[src/include/charger_cfg_pkg.sv]
// Constants for the charger configuration register bank and its watchdog.
// Assumes one 250 MHz system clock and a serial engine that issues byte reads and writes.
package charger_cfg_pkg;

	// ==========================================================
	// Register addresses
	localparam logic [7:0] ADDR_PRECHG_TERM  = 8'h03;
	localparam logic [7:0] ADDR_VOLT_TOPOFF  = 8'h04;
	localparam logic [7:0] ADDR_TERM_TIMERS  = 8'h05;
	localparam logic [7:0] ADDR_INPUT_BOOST  = 8'h06;

	// ==========================================================
	// Power-on values
	localparam logic [7:0] POR_PRECHG_TERM   = 8'h22;
	localparam logic [7:0] POR_VOLT_TOPOFF   = 8'h58;
	localparam logic [7:0] POR_TERM_TIMERS   = 8'h9F;
	localparam logic [7:0] POR_INPUT_BOOST   = 8'h66;
	localparam logic [7:0] READ_UNMAPPED     = 8'h00;

	// ==========================================================
	// Field positions
	localparam int PRECHG_MSB     = 7;
	localparam int PRECHG_LSB     = 4;
	localparam int TERM_CUR_MSB   = 3;
	localparam int TERM_CUR_LSB   = 0;
	localparam int VOLT_MSB       = 7;
	localparam int VOLT_LSB       = 3;
	localparam int TOPOFF_MSB     = 2;
	localparam int TOPOFF_LSB     = 1;
	localparam int RECHG_BIT      = 0;
	localparam int TERM_EN_BIT    = 7;
	localparam int RESERVED_BIT   = 6;
	localparam int WD_MSB         = 5;
	localparam int WD_LSB         = 4;
	localparam int TIMER_EN_BIT   = 3;
	localparam int TIMER_LEN_BIT  = 2;
	localparam int THERMAL_BIT    = 1;
	localparam int COLD_BIT       = 0;
	localparam int OVERVOLT_MSB   = 7;
	localparam int OVERVOLT_LSB   = 6;
	localparam int BOOST_MSB      = 5;
	localparam int BOOST_LSB      = 4;
	localparam int VIN_MSB        = 3;
	localparam int VIN_LSB        = 0;

	// ==========================================================
	// Clamps and codes
	localparam logic [3:0] PRECHG_CODE_MAX  = 4'hC;
	localparam logic [4:0] VOLT_CODE_MAX    = 5'h18;
	localparam logic [1:0] TOPOFF_OFF       = 2'h0;
	localparam logic [1:0] WD_OFF           = 2'h0;
	localparam logic [1:0] WD_40S           = 2'h1;
	localparam logic [1:0] WD_80S           = 2'h2;
	localparam logic [7:0] WD_40S_COUNT     = 8'h28;
	localparam logic [7:0] WD_80S_COUNT     = 8'h50;
	localparam logic [7:0] WD_160S_COUNT    = 8'hA0;

	// ==========================================================
	// Timing
	localparam int CLK_PERIOD_PS  = 4000;
	localparam longint TICK_TIME_S = 1;
	localparam int TICK_CYCLES    = int'((TICK_TIME_S * 64'd1_000_000_000_000) / CLK_PERIOD_PS);

endpackage : charger_cfg_pkg

[src/hdl/charger_config_register_bank.sv]
// Four configuration registers of a battery charger plus watchdog restart and fault.
// Assumes the serial engine gives single-cycle read and write strobes on this clock.
//
// Function
// Precharge code bits 7:4, 60 mA steps
// Precharge code above 1100 acts as 1100
// Termination code bits 3:0, 60 mA steps
// Charge voltage code bits 7:3, 32 mV
// Written voltage code above 11000 stored 11000
// Top-off time bits 2:1, off default
// Top-off 00 ends charge at termination
// Recharge threshold bit 0, default 100 mV
// Termination enable bit 7, default on
// Watchdog period bits 5:4, default 40 s
// Bit 3 enables both safety timers
// Bit 2 selects 5 or 10 hours
// Bit 1 selects thermal regulation limit
// Bit 0 selects cold band current scale
// Bit 6 reserved, resets to 0
// Overvoltage threshold bits 7:6, default 6.5 V
// Boost voltage bits 5:4, default 5.15 V
// Input voltage limit bits 3:0, default 0110
// Register reset restores all; watchdog first three
// Restart bit self-clears after restart
// Watchdog expiry sets fault status bit
// Reserved bit stores writes, no function
// Host restarts watchdog to keep settings
`timescale 1ns/1ps
module charger_config_register_bank #(
	parameter int TICK_CYCLES = charger_cfg_pkg::TICK_CYCLES
) (
	input  wire logic       clk_sys_i,
	input  wire logic       reset_n_i,
	input  wire logic [7:0] addr_i,
	input  wire logic       wr_en_i,
	input  wire logic [7:0] wr_data_i,
	input  wire logic       rd_en_i,
	output logic      [7:0] rd_data_o,
	output logic            rd_valid_o,
	input  wire logic       reg_reset_i,
	input  wire logic       wd_restart_req_i,
	output logic            watchdog_restart_bit_o,
	output logic            watchdog_fault_o,
	output logic      [3:0] precharge_current_code_o,
	output logic      [3:0] termination_current_code_o,
	output logic      [4:0] charge_voltage_code_o,
	output logic      [1:0] extended_charge_time_o,
	output logic            extended_charge_en_o,
	output logic            recharge_threshold_select_o,
	output logic            termination_en_o,
	output logic      [1:0] watchdog_period_o,
	output logic            safety_timer_en_o,
	output logic            fast_charge_timer_length_o,
	output logic            thermal_regulation_limit_o,
	output logic            cold_band_current_scale_o,
	output logic      [1:0] input_overvoltage_threshold_o,
	output logic      [1:0] boost_output_voltage_o,
	output logic      [3:0] input_voltage_limit_o
);

	logic [7:0] prechg_term_q;
	logic [7:0] prechg_term_d;
	logic [7:0] volt_topoff_q;
	logic [7:0] volt_topoff_d;
	logic [7:0] term_timers_q;
	logic [7:0] term_timers_d;
	logic [7:0] input_boost_q;
	logic [7:0] input_boost_d;
	logic       restart_bit_q;
	logic       restart_bit_d;
	logic       fault_q;
	logic       fault_d;
	logic [3:0] prechg_eff_q;
	logic [3:0] prechg_eff_d;
	logic       topoff_en_q;
	logic       topoff_en_d;
	logic [7:0] rd_data_q;
	logic [7:0] rd_data_d;
	logic       rd_valid_q;
	logic       wd_expire;
	logic [4:0] volt_wr;

	// ==========================================================
	// Watchdog
	charger_watchdog #(
		.TICK_CYCLES (TICK_CYCLES)
	) u_watchdog (
		.clk_sys_i     (clk_sys_i),
		.reset_n_i     (reset_n_i),
		.period_code_i (term_timers_q[charger_cfg_pkg::WD_MSB:charger_cfg_pkg::WD_LSB]),
		.restart_i     (restart_bit_q),
		.expire_o      (wd_expire)
	);

	// ==========================================================
	// Configuration registers
	always_comb begin
		prechg_term_d = prechg_term_q;
		volt_topoff_d = volt_topoff_q;
		term_timers_d = term_timers_q;
		input_boost_d = input_boost_q;
		volt_wr       = wr_data_i[charger_cfg_pkg::VOLT_MSB:charger_cfg_pkg::VOLT_LSB];
		if (wr_en_i) begin
			if (addr_i == charger_cfg_pkg::ADDR_PRECHG_TERM) begin
				prechg_term_d = wr_data_i;
			end else if (addr_i == charger_cfg_pkg::ADDR_VOLT_TOPOFF) begin
				volt_topoff_d = wr_data_i;
				if (volt_wr > charger_cfg_pkg::VOLT_CODE_MAX) begin
					volt_topoff_d[charger_cfg_pkg::VOLT_MSB:charger_cfg_pkg::VOLT_LSB] =
						charger_cfg_pkg::VOLT_CODE_MAX;
				end
			end else if (addr_i == charger_cfg_pkg::ADDR_TERM_TIMERS) begin
				// Reserved bit is kept as written and drives nothing
				term_timers_d = wr_data_i;
			end else if (addr_i == charger_cfg_pkg::ADDR_INPUT_BOOST) begin
				input_boost_d = wr_data_i;
			end
		end
		// Expiry beats a same-cycle write except to ADDR_INPUT_BOOST; a host that stops restarting loses settings
		if (wd_expire) begin
			prechg_term_d = charger_cfg_pkg::POR_PRECHG_TERM;
			volt_topoff_d = charger_cfg_pkg::POR_VOLT_TOPOFF;
			term_timers_d = charger_cfg_pkg::POR_TERM_TIMERS;
		end
		if (reg_reset_i) begin
			prechg_term_d = charger_cfg_pkg::POR_PRECHG_TERM;
			volt_topoff_d = charger_cfg_pkg::POR_VOLT_TOPOFF;
			term_timers_d = charger_cfg_pkg::POR_TERM_TIMERS;
			input_boost_d = charger_cfg_pkg::POR_INPUT_BOOST;
		end
	end

	always_ff @(posedge clk_sys_i or negedge reset_n_i) begin
		if (!reset_n_i) begin
			prechg_term_q <= charger_cfg_pkg::POR_PRECHG_TERM;
			volt_topoff_q <= charger_cfg_pkg::POR_VOLT_TOPOFF;
			term_timers_q <= charger_cfg_pkg::POR_TERM_TIMERS;
			input_boost_q <= charger_cfg_pkg::POR_INPUT_BOOST;
		end else begin
			prechg_term_q <= prechg_term_d;
			volt_topoff_q <= volt_topoff_d;
			term_timers_q <= term_timers_d;
			input_boost_q <= input_boost_d;
		end
	end

	// ==========================================================
	// Restart bit, fault status, derived controls
	always_comb begin
		// Restart bit holds one cycle, long enough for the watchdog to take it
		restart_bit_d = wd_restart_req_i;
		if (reg_reset_i) begin
			restart_bit_d = 1'b0;
		end
		fault_d = fault_q;
		if (restart_bit_q || reg_reset_i) begin
			fault_d = 1'b0;
		end
		// Set wins over clear
		if (wd_expire) begin
			fault_d = 1'b1;
		end
		prechg_eff_d = prechg_term_d[charger_cfg_pkg::PRECHG_MSB:charger_cfg_pkg::PRECHG_LSB];
		if (prechg_eff_d > charger_cfg_pkg::PRECHG_CODE_MAX) begin
			prechg_eff_d = charger_cfg_pkg::PRECHG_CODE_MAX;
		end
		topoff_en_d = (volt_topoff_d[charger_cfg_pkg::TOPOFF_MSB:charger_cfg_pkg::TOPOFF_LSB]
			!= charger_cfg_pkg::TOPOFF_OFF);
	end

	always_ff @(posedge clk_sys_i or negedge reset_n_i) begin
		if (!reset_n_i) begin
			restart_bit_q <= 1'b0;
			fault_q       <= 1'b0;
			prechg_eff_q  <= charger_cfg_pkg::POR_PRECHG_TERM[charger_cfg_pkg::PRECHG_MSB:charger_cfg_pkg::PRECHG_LSB];
			topoff_en_q   <= 1'b0;
		end else begin
			restart_bit_q <= restart_bit_d;
			fault_q       <= fault_d;
			prechg_eff_q  <= prechg_eff_d;
			topoff_en_q   <= topoff_en_d;
		end
	end

	// ==========================================================
	// Read port
	always_comb begin
		rd_data_d = rd_data_q;
		if (rd_en_i) begin
			if (addr_i == charger_cfg_pkg::ADDR_PRECHG_TERM) begin
				rd_data_d = prechg_term_q;
			end else if (addr_i == charger_cfg_pkg::ADDR_VOLT_TOPOFF) begin
				rd_data_d = volt_topoff_q;
			end else if (addr_i == charger_cfg_pkg::ADDR_TERM_TIMERS) begin
				rd_data_d = term_timers_q;
			end else if (addr_i == charger_cfg_pkg::ADDR_INPUT_BOOST) begin
				rd_data_d = input_boost_q;
			end else begin
				rd_data_d = charger_cfg_pkg::READ_UNMAPPED;
			end
		end
	end

	always_ff @(posedge clk_sys_i or negedge reset_n_i) begin
		if (!reset_n_i) begin
			rd_data_q  <= 8'h00;
			rd_valid_q <= 1'b0;
		end else begin
			rd_data_q  <= rd_data_d;
			rd_valid_q <= rd_en_i;
		end
	end

	// ==========================================================
	// Outputs, all from flops
	assign rd_data_o                     = rd_data_q;
	assign rd_valid_o                    = rd_valid_q;
	assign watchdog_restart_bit_o        = restart_bit_q;
	assign watchdog_fault_o              = fault_q;
	assign precharge_current_code_o      = prechg_eff_q;
	assign termination_current_code_o    = prechg_term_q[charger_cfg_pkg::TERM_CUR_MSB:charger_cfg_pkg::TERM_CUR_LSB];
	assign charge_voltage_code_o         = volt_topoff_q[charger_cfg_pkg::VOLT_MSB:charger_cfg_pkg::VOLT_LSB];
	assign extended_charge_time_o        = volt_topoff_q[charger_cfg_pkg::TOPOFF_MSB:charger_cfg_pkg::TOPOFF_LSB];
	assign extended_charge_en_o          = topoff_en_q;
	assign recharge_threshold_select_o   = volt_topoff_q[charger_cfg_pkg::RECHG_BIT];
	assign termination_en_o              = term_timers_q[charger_cfg_pkg::TERM_EN_BIT];
	assign watchdog_period_o             = term_timers_q[charger_cfg_pkg::WD_MSB:charger_cfg_pkg::WD_LSB];
	assign safety_timer_en_o             = term_timers_q[charger_cfg_pkg::TIMER_EN_BIT];
	assign fast_charge_timer_length_o    = term_timers_q[charger_cfg_pkg::TIMER_LEN_BIT];
	assign thermal_regulation_limit_o    = term_timers_q[charger_cfg_pkg::THERMAL_BIT];
	assign cold_band_current_scale_o     = term_timers_q[charger_cfg_pkg::COLD_BIT];
	assign input_overvoltage_threshold_o = input_boost_q[charger_cfg_pkg::OVERVOLT_MSB:charger_cfg_pkg::OVERVOLT_LSB];
	assign boost_output_voltage_o        = input_boost_q[charger_cfg_pkg::BOOST_MSB:charger_cfg_pkg::BOOST_LSB];
	assign input_voltage_limit_o         = input_boost_q[charger_cfg_pkg::VIN_MSB:charger_cfg_pkg::VIN_LSB];

	// ==========================================================
	// Checks
	a_precharge_clamp: assert property (@(posedge clk_sys_i) disable iff (!reset_n_i)
		prechg_term_q[7:4] > 4'hC |-> precharge_current_code_o == 4'hC)
		else $error("precharge code not clamped");

	a_precharge_pass: assert property (@(posedge clk_sys_i) disable iff (!reset_n_i)
		prechg_term_q[7:4] <= 4'hC |-> precharge_current_code_o == prechg_term_q[7:4])
		else $error("precharge code altered");

	a_voltage_clamp: assert property (@(posedge clk_sys_i) disable iff (!reset_n_i)
		wr_en_i && addr_i == 8'h04 && wr_data_i[7:3] > 5'h18 && !reg_reset_i && !wd_expire
		|=> charge_voltage_code_o == 5'h18)
		else $error("charge voltage not clamped on write");

	a_reg_reset_por: assert property (@(posedge clk_sys_i) disable iff (!reset_n_i)
		reg_reset_i |=> prechg_term_q == 8'h22 && volt_topoff_q == 8'h58
		&& term_timers_q == 8'h9F && input_boost_q == 8'h66)
		else $error("register reset did not restore values");

	a_wd_expire_por: assert property (@(posedge clk_sys_i) disable iff (!reset_n_i)
		wd_expire && !reg_reset_i |=> prechg_term_q == 8'h22 && volt_topoff_q == 8'h58
		&& term_timers_q == 8'h9F && input_boost_q == $past(input_boost_d))
		else $error("watchdog expiry restore wrong");

	a_fault_set: assert property (@(posedge clk_sys_i) disable iff (!reset_n_i)
		wd_expire |=> watchdog_fault_o ##1 (watchdog_fault_o || $past(restart_bit_q || reg_reset_i)))
		else $error("watchdog fault not set");

	a_restart_clear: assert property (@(posedge clk_sys_i) disable iff (!reset_n_i)
		wd_restart_req_i && !reg_reset_i ##1 !wd_restart_req_i |-> watchdog_restart_bit_o ##1 !watchdog_restart_bit_o)
		else $error("restart bit did not self clear");

	a_topoff_flag: assert property (@(posedge clk_sys_i) disable iff (!reset_n_i)
		extended_charge_en_o == (extended_charge_time_o != 2'b00))
		else $error("top-off enable mismatch");

	a_reserved_store: assert property (@(posedge clk_sys_i) disable iff (!reset_n_i)
		wr_en_i && addr_i == 8'h05 && !reg_reset_i && !wd_expire
		|=> term_timers_q[6] == $past(wr_data_i[6]))
		else $error("reserved bit not stored");

	a_read_unmapped: assert property (@(posedge clk_sys_i) disable iff (!reset_n_i)
		rd_en_i && (addr_i < 8'h03 || addr_i > 8'h06) |=> rd_valid_o && rd_data_o == 8'h00)
		else $error("unmapped read not zero");

endmodule : charger_config_register_bank

[src/hdl/charger_watchdog.sv]
// Watchdog for the charger register bank: one-second divider and period counter.
// Assumes restart and period come from the register bank on the same clock.
`timescale 1ns/1ps
module charger_watchdog #(
	parameter int TICK_CYCLES = charger_cfg_pkg::TICK_CYCLES
) (
	input  wire logic       clk_sys_i,
	input  wire logic       reset_n_i,
	input  wire logic [1:0] period_code_i,
	input  wire logic       restart_i,
	output logic            expire_o
);

	logic [27:0] tick_cnt_q;
	logic [27:0] tick_cnt_d;
	logic [7:0]  sec_cnt_q;
	logic [7:0]  sec_cnt_d;
	logic        expire_q;
	logic        expire_d;
	logic [7:0]  limit;
	logic        tick;

	// ==========================================================
	// Period select and second counter
	always_comb begin
		limit = charger_cfg_pkg::WD_160S_COUNT;
		if (period_code_i == charger_cfg_pkg::WD_40S) begin
			limit = charger_cfg_pkg::WD_40S_COUNT;
		end else if (period_code_i == charger_cfg_pkg::WD_80S) begin
			limit = charger_cfg_pkg::WD_80S_COUNT;
		end
		tick       = (tick_cnt_q == 28'(TICK_CYCLES - 1));
		tick_cnt_d = tick ? 28'h0000000 : tick_cnt_q + 28'h0000001;
		sec_cnt_d  = sec_cnt_q;
		expire_d   = 1'b0;
		if (tick) begin
			sec_cnt_d = sec_cnt_q + 8'h01;
		end
		// Disabled or restarted: start a fresh full period
		if (restart_i || period_code_i == charger_cfg_pkg::WD_OFF) begin
			tick_cnt_d = 28'h0000000;
			sec_cnt_d  = 8'h00;
		end else if (tick && sec_cnt_d >= limit) begin
			expire_d   = 1'b1;
			sec_cnt_d  = 8'h00;
		end
	end

	always_ff @(posedge clk_sys_i or negedge reset_n_i) begin
		if (!reset_n_i) begin
			tick_cnt_q <= 28'h0000000;
			sec_cnt_q  <= 8'h00;
			expire_q   <= 1'b0;
		end else begin
			tick_cnt_q <= tick_cnt_d;
			sec_cnt_q  <= sec_cnt_d;
			expire_q   <= expire_d;
		end
	end

	assign expire_o = expire_q;

endmodule : charger_watchdog

[config.mk]
export PLATFORM = sky130hd
export DESIGN_NAME = charger_config_register_bank
export DESIGN_NICKNAME = d
export VERILOG_FILES = /design/src/include/charger_cfg_pkg.sv /design/src/hdl/charger_config_register_bank.sv /design/src/hdl/charger_watchdog.sv
export SDC_FILE = /design/constraint.sdc
export NUM_CORES = 1
export LEC_CHECK = 0
export ABC_AREA = 1
export ABC_CLOCK_PERIOD_IN_PS = 7500
export BUFFER_PORTS_ARGS = -buffer_cell sky130_fd_sc_hd__buf_2
export CAP_MARGIN = 40
export CORE_ASPECT_RATIO = 1.1
export CORE_MARGIN = 3
export CORE_UTILIZATION = 40
export DETAILED_ROUTE_END_ITERATION = 16
export PLACE_DENSITY = 0.58
export SYNTH_ARGS = -nofsm -noshare
export SYNTH_HDL_FRONTEND = slang
export SYNTH_SLANG_ARGS = --single-unit
[constraint.sdc]
create_clock -name clk_sys_i -period 7.5 [get_ports clk_sys_i]
set_input_delay 1.5 -clock clk_sys_i [delete_from_list [all_inputs] [get_ports clk_sys_i]]
set_output_delay 1.5 -clock clk_sys_i [all_outputs]
set_load 0.1 [all_outputs]
### Word-level counts from Yosys, hierarchy flattened

Cells that the tools add are included.
Widths: inputs -> output; s select.

| cells by class | value |
|---|---|
| add/subtract/negate cells | 2 |
| magnitude comparators | 3 |
| equality and inequality tests | 12 |
| multiplexer cells | 39 |
| reduce and logical (&&, ||, !) cells | 16 |

Operators with widths:

| kind | number |
|---|---|
| $mux 8 | 30 |
| $mux 28 | 2 |
| $add 28x1->28 const B | 1 |
| $eq 28x28->1 const B | 1 |
| $eq 8x3->1 const B | 3 |
| $reduce_bool 3->1 | 4 |
| $add 8x1->8 const B | 1 |
| $eq 8x2->1 const B | 1 |
| $ge 8x8->1 | 1 |
| $reduce_bool 2->1 | 4 |
| $ne 2x2->1 const B | 3 |
| $ne 3x2->1 const B | 2 |
| $gt 5x5->1 const B | 1 |
| $mux 1 | 5 |
| $mux 5 | 1 |
| $reduce_and 5->1 | 1 |
| $gt 4x4->1 const B | 1 |
| $mux 4 | 1 |
| $reduce_and 4->1 | 1 |
| $reduce_and 3->1 | 1 |
| $eq 2x1->1 const B | 1 |
| $eq 2x2->1 const B | 1 |
| $logic_not 2->1 | 1 |
| $logic_or 1x1->1 | 2 |
| 2 further kinds | 2 |

| word-level totals | value |
|---|---|
| register bits | 85 |
| bits of input ports | 22 |
| output and inout port bits | 43 |

### Logic depth before layout (Yosys ltp)

Gate-level depths: netlist of the first run.

| logic depth | value |
|---|---|
| word-level depth | 8 |
| gate-level depth with buffers | 19 |
| gate-level depth less buffers | 19 |

### Hierarchy

A second synthesis of the first run with hierarchy kept.

| second synthesis, totals | value |
|---|---|
| cell total of the unflattened synthesis | 713 |
| area, all modules | 5114.9 um^2 |

Modules (own cells, without submodules):

| module | instances | cells an instance | area an instance (um^2) | seq. area each (um^2) |
|---|---|---|---|---|
| charger_watchdog | 1 | 418 | 2665.1 | 925.9 |
| charger_config_register_bank | 1 | 295 | 2449.8 | 1196.1 |

### Least setup slack after synthesis of the first run

OpenSTA, ideal clock, no wires.

| timing path | value |
|---|---|
| path kind | input -> register |
| start | input addr_i[7] |
| end | register topoff_en_q, in the netlist extended_charge_en_o |
| setup time | 0.118 ns |
| arrival time | 2.401 ns |
| setup slack | 4.981 ns |
| stages on the path | 9 |
| cell sequence | nor2_1 nand2_1 inv_2 buf_2 nand4_2 nand2_1 nand2_1 nand2_1 nand2_1 |

| on the way | value |
|---|---|
| cells in the longest elaborated chain, start to end | 7 |
| elaborated cells between the ends (all ways) | 8 |
| those cells by class | eq/ne: 2; mux: 5; reduce/logical: 1 |

Ends and longest elaborated chain:

| what | RTL line | text |
|---|---|---|
| start: declaration | charger_config_register_bank.sv:34 | `input wire logic [7:0] addr_i,` |
| $eq 8x3->1 | charger_config_register_bank.sv:106 | `end else if (addr_i == charger_cfg_pkg::ADDR_VOLT_TOPOFF) begin` |
| $mux 8 | charger_config_register_bank.sv:106 |  |
| $mux 8 (*) | charger_config_register_bank.sv:104 | `if (addr_i == charger_cfg_pkg::ADDR_PRECHG_TERM) begin` |
| $mux 8 (*) | charger_config_register_bank.sv:103 | `if (wr_en_i) begin` |
| $mux 8 (*) | charger_config_register_bank.sv:120 | `if (wd_expire) begin` |
| $mux 8 (*) | charger_config_register_bank.sv:125 | `if (reg_reset_i) begin` |
| $reduce_bool 2->1 (*) | charger_config_register_bank.sv:167 | `topoff_en_d = (volt_topoff_d[charger_cfg_pkg::TOPOFF_MSB:charger_cfg_pkg::TOPOFF_LSB]` |
| net topoff_en_d | charger_config_register_bank.sv:76 | `logic topoff_en_d;` |
| end signal: assignment | charger_config_register_bank.sv:181 | `topoff_en_q <= topoff_en_d;` |
| end: declaration | charger_config_register_bank.sv:75 | `logic topoff_en_q;` |

Mark *: on every way through the listed nets, which the timed path passes. The rest lies on a longest branch. The select of a mux whose other input is x is not followed.
A chain may end at the register's enable or synchronous reset.

### Final worst setup path of the first run

| timing path | value |
|---|---|
| start | input addr_i[7] |
| end | register input_boost_q[2] |

| on the way | value |
|---|---|
| cells in the longest elaborated chain, start to end | 3 |
| elaborated cells between the ends (all ways) | 9 |
| those cells by class | eq/ne: 7; reduce/logical: 2 |

Ends and longest elaborated chain:

| what | RTL line | text |
|---|---|---|
| $eq 8x3->1, or another cell as far along | charger_config_register_bank.sv:112 | `end else if (addr_i == charger_cfg_pkg::ADDR_TERM_TIMERS) begin` |
| $ne 2x2->1 (no line) or $reduce_bool 2->1 (tied branches) | -- |  |
| $reduce_and 5->1 (no line) (*) | -- |  |
| end signal: assignment | charger_config_register_bank.sv:138 | `input_boost_q <= charger_cfg_pkg::POR_INPUT_BOOST;` |
| end signal: assignment | charger_config_register_bank.sv:143 | `input_boost_q <= input_boost_d;` |
| end: declaration | charger_config_register_bank.sv:67 | `logic [7:0] input_boost_q;` |

Every way passes the cells marked *; elsewhere a longest branch is shown, timed or not.

==> results.txt, run 1 <==
Root buf cell: clkbuf_16
Least-Margin Pin Slew: 0.927 ns
Slew HR: 38.1%
Clk sinks: 84
Synth Flop Type: dfrtp_1
Pin count of the biggest net entering global routing: 60
Vias in the first global route: 4384
DRC: 0
Largest cells by area after synthesis: dfrtp_1 (34%), nand2_1 (15%), nor2_1 (9.1%)
Synth cell count leaders: nand2_1 (202), nor2_1 (122), inv_1 (79), nand3_1 (77), dfrtp_1 (68)
Worst EP arrival: 3.24 ns
Vias per cell: 5.00
Power per standard cell area: 190 nW/µm²
Element type at the critical path end: flop
Final hold violation count: 0
Max-slew violations: 0
Area Overhead vs Synth: 14.6%
Final ANT Viol Nets: 0
Combinational share of power: 11.5%
Final period util: 39.4%
Filler cells: 1258
First-pass GRT wire length: 22300 µm
CORE AREA: 12200 µm²
WP buf/inv: 2
Placed Area: 5460 µm²
Fin Setup TNS: 0 ns
Die width: 113 µm
Die ar.: 14000 µm²
Ys async rst share: 100%
Most used cell along the critical path: nand2_1
IO buf count: 64
Clk pwr share: 45.2%
Switch Pwr: 0.310 mW
Gr ovfl total: 0
Fmax: 338 MHz
Initial antenna violation count: 0
Clk buf depth: 2
Cell family with most CP delay: simple AND/OR/NAND/NOR gates
Critical Path RT: 7.78 ns
Synth cell types: 33
Diodes inserted: 0
Post-synth top area cell: dfrtp_1
Cells after synthesis: 708
Nets: 799
CTS Hold Bufs: 0
Final count of negative-setup-slack endpoints: 0
Hold Worst Slack: 0.482 ns
Iteration-0 DRC Markers: 336
Hpwl dp: 10600 µm
Avg WL per Cell: 15.0 µm
Ys Warns: 0
DP Worst Slack: 4.21 ns
Slowest cell on crit path: nor2_2
Clk_lat worst skew: 0.35 ns
Initial Util: 41.4%
Cell Rows: 42
Yosys top cell area share: 33.7%
Ratio of cells with drive above 1 in the final layout: 18.5%
CTS tree: done
Status: finished, final reports clean
Critical path's largest stage delay: 0.33 ns
Multi-input gate area: 2480 µm²
Final Cell Area: 5790 µm²
Count leader, synth: nand2_1
Final WS setup: 4.54 ns
RSZ-0062 raised after global routing: no
Crit-path cells: buf_2, nor2_1, nand2_1, inv_2, nand2_1, nand2_1, nor2_4, nor2_2, nand2_1, o21ai_1
Static leakage: 2.93 nW
Internal power: 0.792 mW
Hold crit path type: reg2reg
Post-cts resize count: 0
Min cycle time layout: 2.96 ns
Clk_skew: 0.00644 ns
First-pass iteration count of the detailed router: 5
Sequential cell area fraction in the yosys report: 42.0%
Seq pwr share: 43.3%
Post-Syn Area: 5050 µm²
Post-synth EDFFs: 0
Ports: 65
TritonCTS Buffers: 9
Clock transition at path regs: 0.06 ns
Register area: 2120 µm²
Htree depth: 3
Routed Wire Length: 13900 µm
CP Launch Type: input pin
IR drop worst, VDD: 0.104 mV
Gr usage total: 20.4%
Die Ht: 124 µm
Max_cap viols: 0
DR vias: 4629
Crit Path Class: in2reg
Setup Fix Bufs, Post-CTS: 0
Routability cong.: 0.942
Switching Share: 28.1%
Seq cells post-synth: 84
Synth Net Count: 740
Worst-path fanout max: 23
Syn Area/Cell: 7.13 µm²
flip-flops by register name (all words and copies together), names as in the netlist, 4 cells and up:
| name | flops |
|---|---|
| rd_data_o | 8 |
| input_boost_q | 8 |
| volt_topoff_q | 8 |
| u_watchdog.sec_cnt_q | 8 |
| precharge_current_code_o | 4 |
| prechg_term_q | 7 |
| term_timers_q | 8 |
| u_watchdog.tick_cnt_q | 28 |
cell type report:
| class | instances | area share [%] |
|---|---|---|
| Clock buffer | 11 | 4.20 |
| Timing Repair Buffer | 65 | 5.71 |
| Tap cell | 154 | 3.33 |
| Inverter | 90 | 5.84 |
| Clock inverter | 5 | 1.45 |
| Multi-Input combinational cell | 517 | 42.8 |
| Sequential cell | 84 | 36.7 |
per-stage QoR:
stage,std cells,utilization (%),power [mW]
floorplan,708,-,0.575
global placement,910,44.8,0.611
detailed placement,910,44.8,0.613
CTS,926,47.5,1.11
global route,926,47.5,1.14
finish,926,47.5,1.10
logic make-up (layout without fill, tap and decap cells):
kind of cell	count (synthesis)	in the layout	synth area share [%]
buffers and inverters	107	171	8.92
adder cells (fa/ha/maj)	10	10	2.48
XOR/XNOR	10	10	1.73
flip-flops	84	84	42.0
AND/OR/NAND/NOR	451	451	40.0
AO/OA/AOI/OAI	46	46	4.88
routing by layer:
metal,track usage (%),vias up,wire length [µm]
li1,-,2335,-
met3,3.84,30,747
met1,25.8,2110,6230
met2,33.8,154,6410
met4,9.99,0,483
met5,0,-,0
path summary, 6_finish.rpt:
check / to / cells past startpoint / from / slack, ns
setup / recovery: input_boost_q[2] / 10 / addr_i[7] / 4.54
setup reg to reg: u_watchdog.sec_cnt_q[0] / 16 / u_watchdog.tick_cnt_q[0] / 4.82
min in group asynchronous: rd_data_o[0] / 1 / reset_n_i / 1.06
hold reg to reg: rd_data_o[4] / 2 / rd_data_o[4] / 0.48
max in group asynchronous: u_watchdog.sec_cnt_q[6] / 2 / reset_n_i / 5.33
hold / removal: rd_data_o[4] / 2 / rd_data_o[4] / 0.48
tightest hold or removal path: stages (launching register included):
cell and delay (ns):
dfrtp_1 0.34, nand2_1 0.05, nand2_1 0.06
power by group through the flow:
stage / Sequential (mW) / Clock, mW / Combinational [mW]
after floorplan: 0.525 / 0 / 0.0502
after global placement: 0.485 / 0 / 0.126
after detailed placement: 0.485 / 0 / 0.128
after CTS: 0.477 / 0.507 / 0.128
after global routing: 0.478 / 0.526 / 0.137
final: 0.477 / 0.498 / 0.126
cells in the final DEF, fill, tap and decap left out, types with 3 or more instances in the layout:
| cell | n |
|---|---|
| xor2_1 | 8 |
| inv_2 | 10 |
| a21oi_1 | 9 |
| o21ai_0 | 11 |
| nand2_4 | 3 |
| inv_1 | 79 |
| nand4_1 | 5 |
| clkbuf_16 | 9 |
| o22ai_1 | 5 |
| nor3_1 | 6 |
| nand2_2 | 15 |
| nor2_2 | 8 |
| nand3_1 | 77 |
| nor2_4 | 6 |
| nand2_1 | 202 |
| dfrtp_1 | 68 |
| nor2_8 | 3 |
| dfstp_2 | 16 |
| o21ai_1 | 17 |
| buf_2 | 63 |
| ha_1 | 10 |
| nor2_1 | 122 |
Note: power is estimated with default switching activity, not from simulation.
==> inputs of run 2 (changes only) <==
ABC_AREA = 0   (was 1)
ABC_CLOCK_PERIOD_IN_PS = 2600   (was 7500)
PLACE_DENSITY = 0.61   (was 0.58)
clock period = 2.6 ns   (was 7.5 ns; I/O delays follow)
==> results.txt, run 2 <==
Least-Margin Pin Slew: 0.507 ns (was 0.927 ns)
Most frequent cells in the layout: dfrtp_1 (68), nor2_1 (63), buf_2 (63) (was nand2_1 (202), nor2_1 (122), inv_1 (79))
Post-synth EDFFs: 0 (unchanged)
Mux cell area share after synthesis: 3.72% (was 0%)
Sequential cell area fraction in the yosys report: 49.3% (was 42.0%)
Most flops, register: u_watchdog.tick_cnt_q (unchanged)
Nets: 564 (was 799)
First-pass GRT wire length: 18000 µm (was 22300 µm)
Combinational share of power: 10.9% (was 11.5%)
First-pass iteration count of the detailed router: 4 (was 5)
Vias per cell: 5.25 (was 5.00)
CTS Hold Bufs: 0 (unchanged)
Largest cells by area after synthesis: dfrtp_1 (40%), dfstp_2 (9.8%), nor2_1 (5.5%) (was dfrtp_1 (34%), nand2_1 (15%), nor2_1 (9.1%))
Synth cell types: 52 (was 33)
Clk buf depth: 2 (unchanged)
Worst EP arrival: 3.22 ns (was 3.24 ns)
Placed cells: 664 (was 910)
Failing checks: negative setup slack
XOR/XNOR Fraction of Synth Area: 6.91% (was 1.73%)
Slew HR: 66.2% (was 38.1%)
DR vias: 3570 (was 4629)
Yosys top cell area share: 39.5% (was 33.7%)
Post-Syn Area: 4310 µm² (was 5050 µm²)
Syn Area/Cell: 9.93 µm² (was 7.13 µm²)
Hold crit path type: in2async (was reg2reg)
Cells after synthesis: 434 (was 708)
Power per standard cell area: 530 nW/µm² (was 190 nW/µm²)
Clock transition at path regs: 0.06 ns (about the same)
Max_cap viols: 0 (unchanged)
Clk_skew: 0.00494 ns (was 0.00644 ns)
Adder-Cell Fraction of Synth Area: 2.90% (was 2.48%)
Cell Rows: 39 (was 42)
Count leader, synth: dfrtp_1 (was nand2_1)
Ratio of cells with drive above 1 in the final layout: 30.4% (was 18.5%)
Element type at the critical path end: flop (unchanged)
Switching Share: 26.8% (was 28.1%)
Worst-path fanout max: 7 (was 23)
Ys Warns: 0 (unchanged)
Internal power: 2.09 mW (was 0.792 mW)
Final ANT Viol Nets: 0 (unchanged)
Final Util: 51.5% (was 47.5%)
Status: finished with violations (was finished, final reports clean)
Largest family of logic cells by synthesized area: simple AND/OR/NAND/NOR gates (unchanged)
Switch Pwr: 0.763 mW (was 0.310 mW)
Routability cong.: 0.808 (was 0.942)
Synth Area in Compound Gates: 7.67% (was 4.88%)
IR drop worst, VDD: 0.400 mV (was 0.104 mV)
Synth Flop Type: dfrtp_1 (unchanged)
Final WS setup: -0.351 ns (was 4.54 ns)
Synth Net Count: 466 (was 740)
Seq cells post-synth: 84 (unchanged)
Die width: 105 µm (was 113 µm)
Critical Path RT: 2.87 ns (was 7.78 ns)
Iteration-0 DRC Markers: 195 (was 336)
Final hold violation count: 0 (unchanged)
Max-slew violations: 0 (unchanged)
Hpwl dp: 7790 µm (was 10600 µm)
FF-to-FF setup slack: -0.35 ns (was 4.82 ns)
Post-Layout Cell Count: 680 (was 926)
Clk_lat worst skew: 0.33 ns (was 0.35 ns)
Gr usage total: 18.5% (was 20.4%)
Vias in the first global route: 3574 (was 4384)
Die ar.: 12100 µm² (was 14000 µm²)
Clk pwr share: 41.3% (was 45.2%)
Root buf cell: clkbuf_16 (unchanged)
Seq pwr share: 47.7% (was 43.3%)
DP Worst Slack: -0.442 ns (was 4.21 ns)
Initial antenna violation count: 0 (unchanged)
Commonest non-fill, non-tap cell in the layout: dfrtp_1 (was nand2_1)
Static leakage: 2.54 nW (was 2.93 nW)
Final count of negative-setup-slack endpoints: 9 (was 0)
Post-Synth Simple-Gate Area: 25.5% (was 40.0%)
CORE AREA: 10400 µm² (was 12200 µm²)
Routed Wire Length: 10600 µm (was 13900 µm)
Avg WL per Cell: 15.5 µm (was 15.0 µm)
Min cycle time layout: 2.95 ns
Final period util: 114%
Ys async rst share: 100% (unchanged)
Synth cell count leaders: dfrtp_1 (68), nor2_1 (63), nand2_1 (46), nand3_1 (24), xnor2_1 (20) (was nand2_1 (202), nor2_1 (122), inv_1 (79), nand3_1 (77), dfrtp_1 (68))
CTS tree: done (unchanged)
TritonCTS Buffers: 9 (unchanged)
RSZ-0062 raised after global routing: yes (was no)
Clk sinks: 84 (unchanged)
Initial Util: 41.3% (was 41.4%)
Fmax: 339 MHz
Die Ht: 115 µm (was 124 µm)
Crit Path Class: reg2reg (was in2reg)
Area Overhead vs Synth: 24.8% (was 14.6%)
Max reg flops: 28 (unchanged)
IO buf count: 64 (unchanged)
Diodes inserted: 0 (unchanged)
Ports: 65 (unchanged)
Post-synth top area cell: dfrtp_1 (unchanged)
CP Launch Type: flop (was input pin)
Pin count of the biggest net entering global routing: 49 (was 60)
DRC: 0 (unchanged)
Htree depth: 3 (unchanged)
Gr ovfl total: 0 (unchanged)
==> run 2: power by group through the flow <==
stage / clock, mW / combinational [mW] / sequential [mW]
floorplan: 0 / 0.0860 / 1.47
global placement: 0 / 0.309 / 1.38
detailed placement: 0 / 0.313 / 1.38
CTS: 1.21 / 0.316 / 1.36
global route: 1.27 / 0.335 / 1.36
finish: 1.18 / 0.312 / 1.36
==> run 2: metrics by stage <==
step	total power [mW]	hold slack, ns	cell area [µm²]	TNS, ns
2_1_floorplan	1.56	0.224	4320	-2.89
3_3_place_gp	1.69	0.456	5100	-3.05
3_5_place_dp	1.70	0.469	5100	-3.53
4_1_cts	2.88	0.165	5380	-3.19
5_1_grt	2.97	0.182	5380	-4.75
6_report	2.85	0.153	5380	-3.01
==> run 2: path summary, 6_finish.rpt <==
path	start	endpoint	cells after the start
worst max-delay path	u_watchdog.tick_cnt_q[20]	u_watchdog.sec_cnt_q[0]	10
max in group asynchronous	reset_n_i	precharge_current_code_o[1]	2
worst min register to register	watchdog_fault_o	watchdog_fault_o	1
worst min-delay path	reset_n_i	rd_valid_o	1
min in group clk_sys_i	wd_restart_req_i	watchdog_restart_bit_o	2
worst max register to register	u_watchdog.tick_cnt_q[20]	u_watchdog.sec_cnt_q[0]	10
==> run 2: routing by layer <==
metal | up-vias | part of all wire [%] | track usage [%]
li1 | 1729 | - | -
met1 | 1757 | 45 | 23.8
met2 | 72 | 50 | 31.8
met3 | 12 | 3.9 | 3.09
met4 | 0 | 1.4 | 6.47
met5 | - | 0 | 0
==> run 2: repair_timing <==
item                                    4_1_cts  5_1_grt
resized for setup                             2        0
gates cloned                                  0        0
pin swaps                                     3        2
endpoints found under the setup margin        9        9
setup buffers                                 0        0
==> run 2: cell type report <==
cell class,instances,area (µm²)
clock buffer,10,229
clock inverter,6,41.3
fill,986,5070
inverter,7,26.3
multi-input combinational,315,2030
sequential,84,2120
tap,143,179
timing repair buffer,115,743
==> run 2: kinds of logic (layout without fill, tap and decap cells) <==
group	Yosys count	in the layout
buffers and inverters	35	138
DFF	84	84
xor gates and xnor gates	34	34
adders and majority gates	10	10
and+or+nand+nor	211	211
AOI/OAI and AO/OA	44	44
muxes	16	16
==> run 2: worst max-delay path, cell delays in order (launching register included) <==
cell and delay, ns:
dfrtp_1 0.38, or4b_4 0.56, nor4_4 0.35, nand4_1 0.15, xnor2_1 0.19, ha_1 0.26, and4b_1 0.19, a221o_1 0.31
a41oi_2 0.16, o21a_2 0.20, and2_1 0.14
==> inputs of run 3 (changes only) <==
CORE_MARGIN = not set   (was 3)
CORE_UTILIZATION = 32   (was 40)
PLACE_DENSITY = 0.51   (was 0.61)
==> results.txt, run 3 (synthesized netlist as in run 2, its figures left out) <==
Status: finished with violations (unchanged)
Failing checks: negative setup slack (unchanged)
Crit Reg-Reg Startpoint: u_watchdog.tick_cnt_q[10] (was u_watchdog.tick_cnt_q[20])
Vias per cell: 5.08 (was 5.25)
Most flops, register: u_watchdog.tick_cnt_q (unchanged)
CTS tree: done (unchanged)
Min cycle time layout: 3.02 ns (was 2.95 ns)
Gr usage total: 17.3% (was 18.5%)
Vias in the first global route: 3694 (was 3574)
FF-to-FF setup slack: -0.42 ns (was -0.35 ns)
Commonest non-fill, non-tap cell in the layout: dfrtp_1 (unchanged)
Routed Wire Length: 11300 µm (was 10600 µm)
Worst-path fanout max: 7 (unchanged)
Final count of negative-setup-slack endpoints: 9 (unchanged)
Root buf cell: clkbuf_16 (unchanged)
Critical Path RT: 2.88 ns (was 2.87 ns)
Fmax: 331 MHz (was 339 MHz)
DRC: 0 (unchanged)
Routability cong.: 0.786 (was 0.808)
Avg WL per Cell: 16.0 µm (was 15.5 µm)
WL met1: 4970 µm (was 4740 µm)
Initial antenna violation count: 0 (unchanged)
Final Util: 41.7% (was 51.5%)
Area Overhead vs Synth: 27.3% (was 24.8%)
Iteration-0 DRC Markers: 176 (was 195)
Die width: 113 µm (was 105 µm)
IR drop worst, VDD: 0.228 mV (was 0.400 mV)
Max reg flops: 28 (unchanged)
WL met2: 5760 µm (was 5270 µm)
First-pass iteration count of the detailed router: 4 (unchanged)
Initial Util: 32.7% (was 41.3%)
Crit Path Class: reg2reg (unchanged)
Clock transition at path regs: 0.07 ns (was 0.06 ns)
Ratio of cells with drive above 1 in the final layout: 32.1% (was 30.4%)
Ports: 65 (unchanged)
RSZ-0062 raised after global routing: yes (unchanged)
Static leakage: 2.60 nW (was 2.54 nW)
Power per standard cell area: 540 nW/µm² (was 530 nW/µm²)
Gr ovfl total: 0 (unchanged)
Clk_skew: 0.00984 ns (was 0.00494 ns)
Diodes inserted: 0 (unchanged)
Final hold violation count: 0 (unchanged)
CORE AREA: 13200 µm² (was 10400 µm²)
Met3 routed wirelength: 343 µm (was 409 µm)
Top sig layer: met4 (unchanged)
Hold Worst Slack: 0.158 ns (was 0.153 ns)
Max_cap viols: 0 (unchanged)
Hold crit path type: in2async (unchanged)
Hpwl dp: 8290 µm (was 7790 µm)
Pin count of the biggest net entering global routing: 42 (was 49)
Filler cells: 1313 (was 986)
Clk_lat worst skew: 0.35 ns (was 0.33 ns)
Most frequent cells in the layout: dfrtp_1 (68), nor2_1 (63), buf_2 (63) (unchanged)
DR vias: 3587 (was 3570)
Die ar.: 13900 µm² (was 12100 µm²)
Nets: 572 (was 564)
Clk buf depth: 2 (unchanged)
Final WS setup: -0.420 ns (was -0.351 ns)
Worst EP arrival: 3.30 ns (was 3.22 ns)
Die Ht: 124 µm (was 115 µm)
IO buf count: 64 (unchanged)
Cell Rows: 44 (was 39)
CTS Hold Bufs: 0 (unchanged)
Least-Margin Pin Slew: 0.556 ns (was 0.507 ns)
Reg2Reg Depth: 10 (unchanged)
Element type at the critical path end: flop (unchanged)
TritonCTS Buffers: 9 (unchanged)
Reg2Reg Capture Point: u_watchdog.sec_cnt_q[3] (was u_watchdog.sec_cnt_q[0])
Post-Layout Cell Count: 706 (was 680)
First-pass GRT wire length: 18500 µm (was 18000 µm)
Final ANT Viol Nets: 0 (unchanged)
Clk sinks: 84 (unchanged)
Placed cells: 686 (was 664)
Htree depth: 3 (unchanged)
CP Launch Type: flop (unchanged)
Final period util: 116% (was 114%)
Max-slew violations: 0 (unchanged)
Slew HR: 63.0% (was 66.2%)
run 3: cell count changes in the layout (fill, tap and decap cells not counted), sizes merged:
| cell | change |
|---|---|
| clkinv | -3 |
| buf | +8 |
| inv | +3 |
run 3: where the power goes:
part	leakage (nW)	internal (mW)	switching (mW)	total, mW
logic	1.35	0.0973	0.217	0.314
registers	1.10	1.34	0.0194	1.36
clock network	0.146	0.693	0.592	1.28
total	2.60	2.13	0.829	2.96
run 3: timing repair:
item	4_1_cts	5_1_grt
setup endpoints to repair	9	9
pin swaps	5	4
endpoints found under the hold margin	0	0
resized for setup	2	3
setup buffers	2	2
run 3: critical path: stages (launching register included):
cell	delay, ns
dfrtp_1	0.39
or4b_4	0.55
nor4_4	0.34
nand4_1	0.19
xnor2_2	0.19
ha_1	0.29
and4b_1	0.19
a221o_1	0.30
a41oi_2	0.15
o21a_2	0.23
nor2b_1	0.14
run 3: final cells by class:
type                            instances  area (µm²)  area share, %
Inverter                                7        26.3          0.479
Sequential cell                        84        2120           38.7
Tap cell                              161         201           3.67
Multi-Input combinational cell        315        2050           37.4
Timing Repair Buffer                  123         791           14.4
Clock buffer                           10         239           4.36
Clock inverter                          6        55.1           1.00
run 3: worst max-delay path by stage:
stage	startpoint	to	slack, ns	depth (start not counted)
after global routing	u_watchdog.tick_cnt_q[10]	u_watchdog.sec_cnt_q[3]	-0.58	10
after CTS	u_watchdog.tick_cnt_q[16]	u_watchdog.sec_cnt_q[3]	-0.38	10
after global placement	u_watchdog.tick_cnt_q[10]	u_watchdog.sec_cnt_q[1]	-0.41	10
after floorplan	u_watchdog.tick_cnt_q[10]	u_watchdog.sec_cnt_q[3]	-0.36	10
final	u_watchdog.tick_cnt_q[10]	u_watchdog.sec_cnt_q[3]	-0.42	10
after detailed placement	u_watchdog.tick_cnt_q[10]	u_watchdog.sec_cnt_q[3]	-0.47	10
run 3: layer usage:
metal / track usage [%] / vias to the layer above
met5: 0 / -
met4: 7.25 / 0
met3: 3.07 / 12
met2: 31.3 / 65
met1: 20.3 / 1762
li1: - / 1748
run 3: metrics by stage:
stage | setup WS, ns | TNS, ns | power [mW] | instance area (µm²)
after floorplan | -0.364 | -2.89 | 1.56 | 4320
after global placement | -0.407 | -3.32 | 1.69 | 5140
after detailed placement | -0.472 | -3.81 | 1.70 | 5140
after CTS | -0.376 | -3.07 | 3.01 | 5450
after global routing | -0.577 | -4.82 | 3.08 | 5480
final | -0.420 | -3.50 | 2.96 | 5480
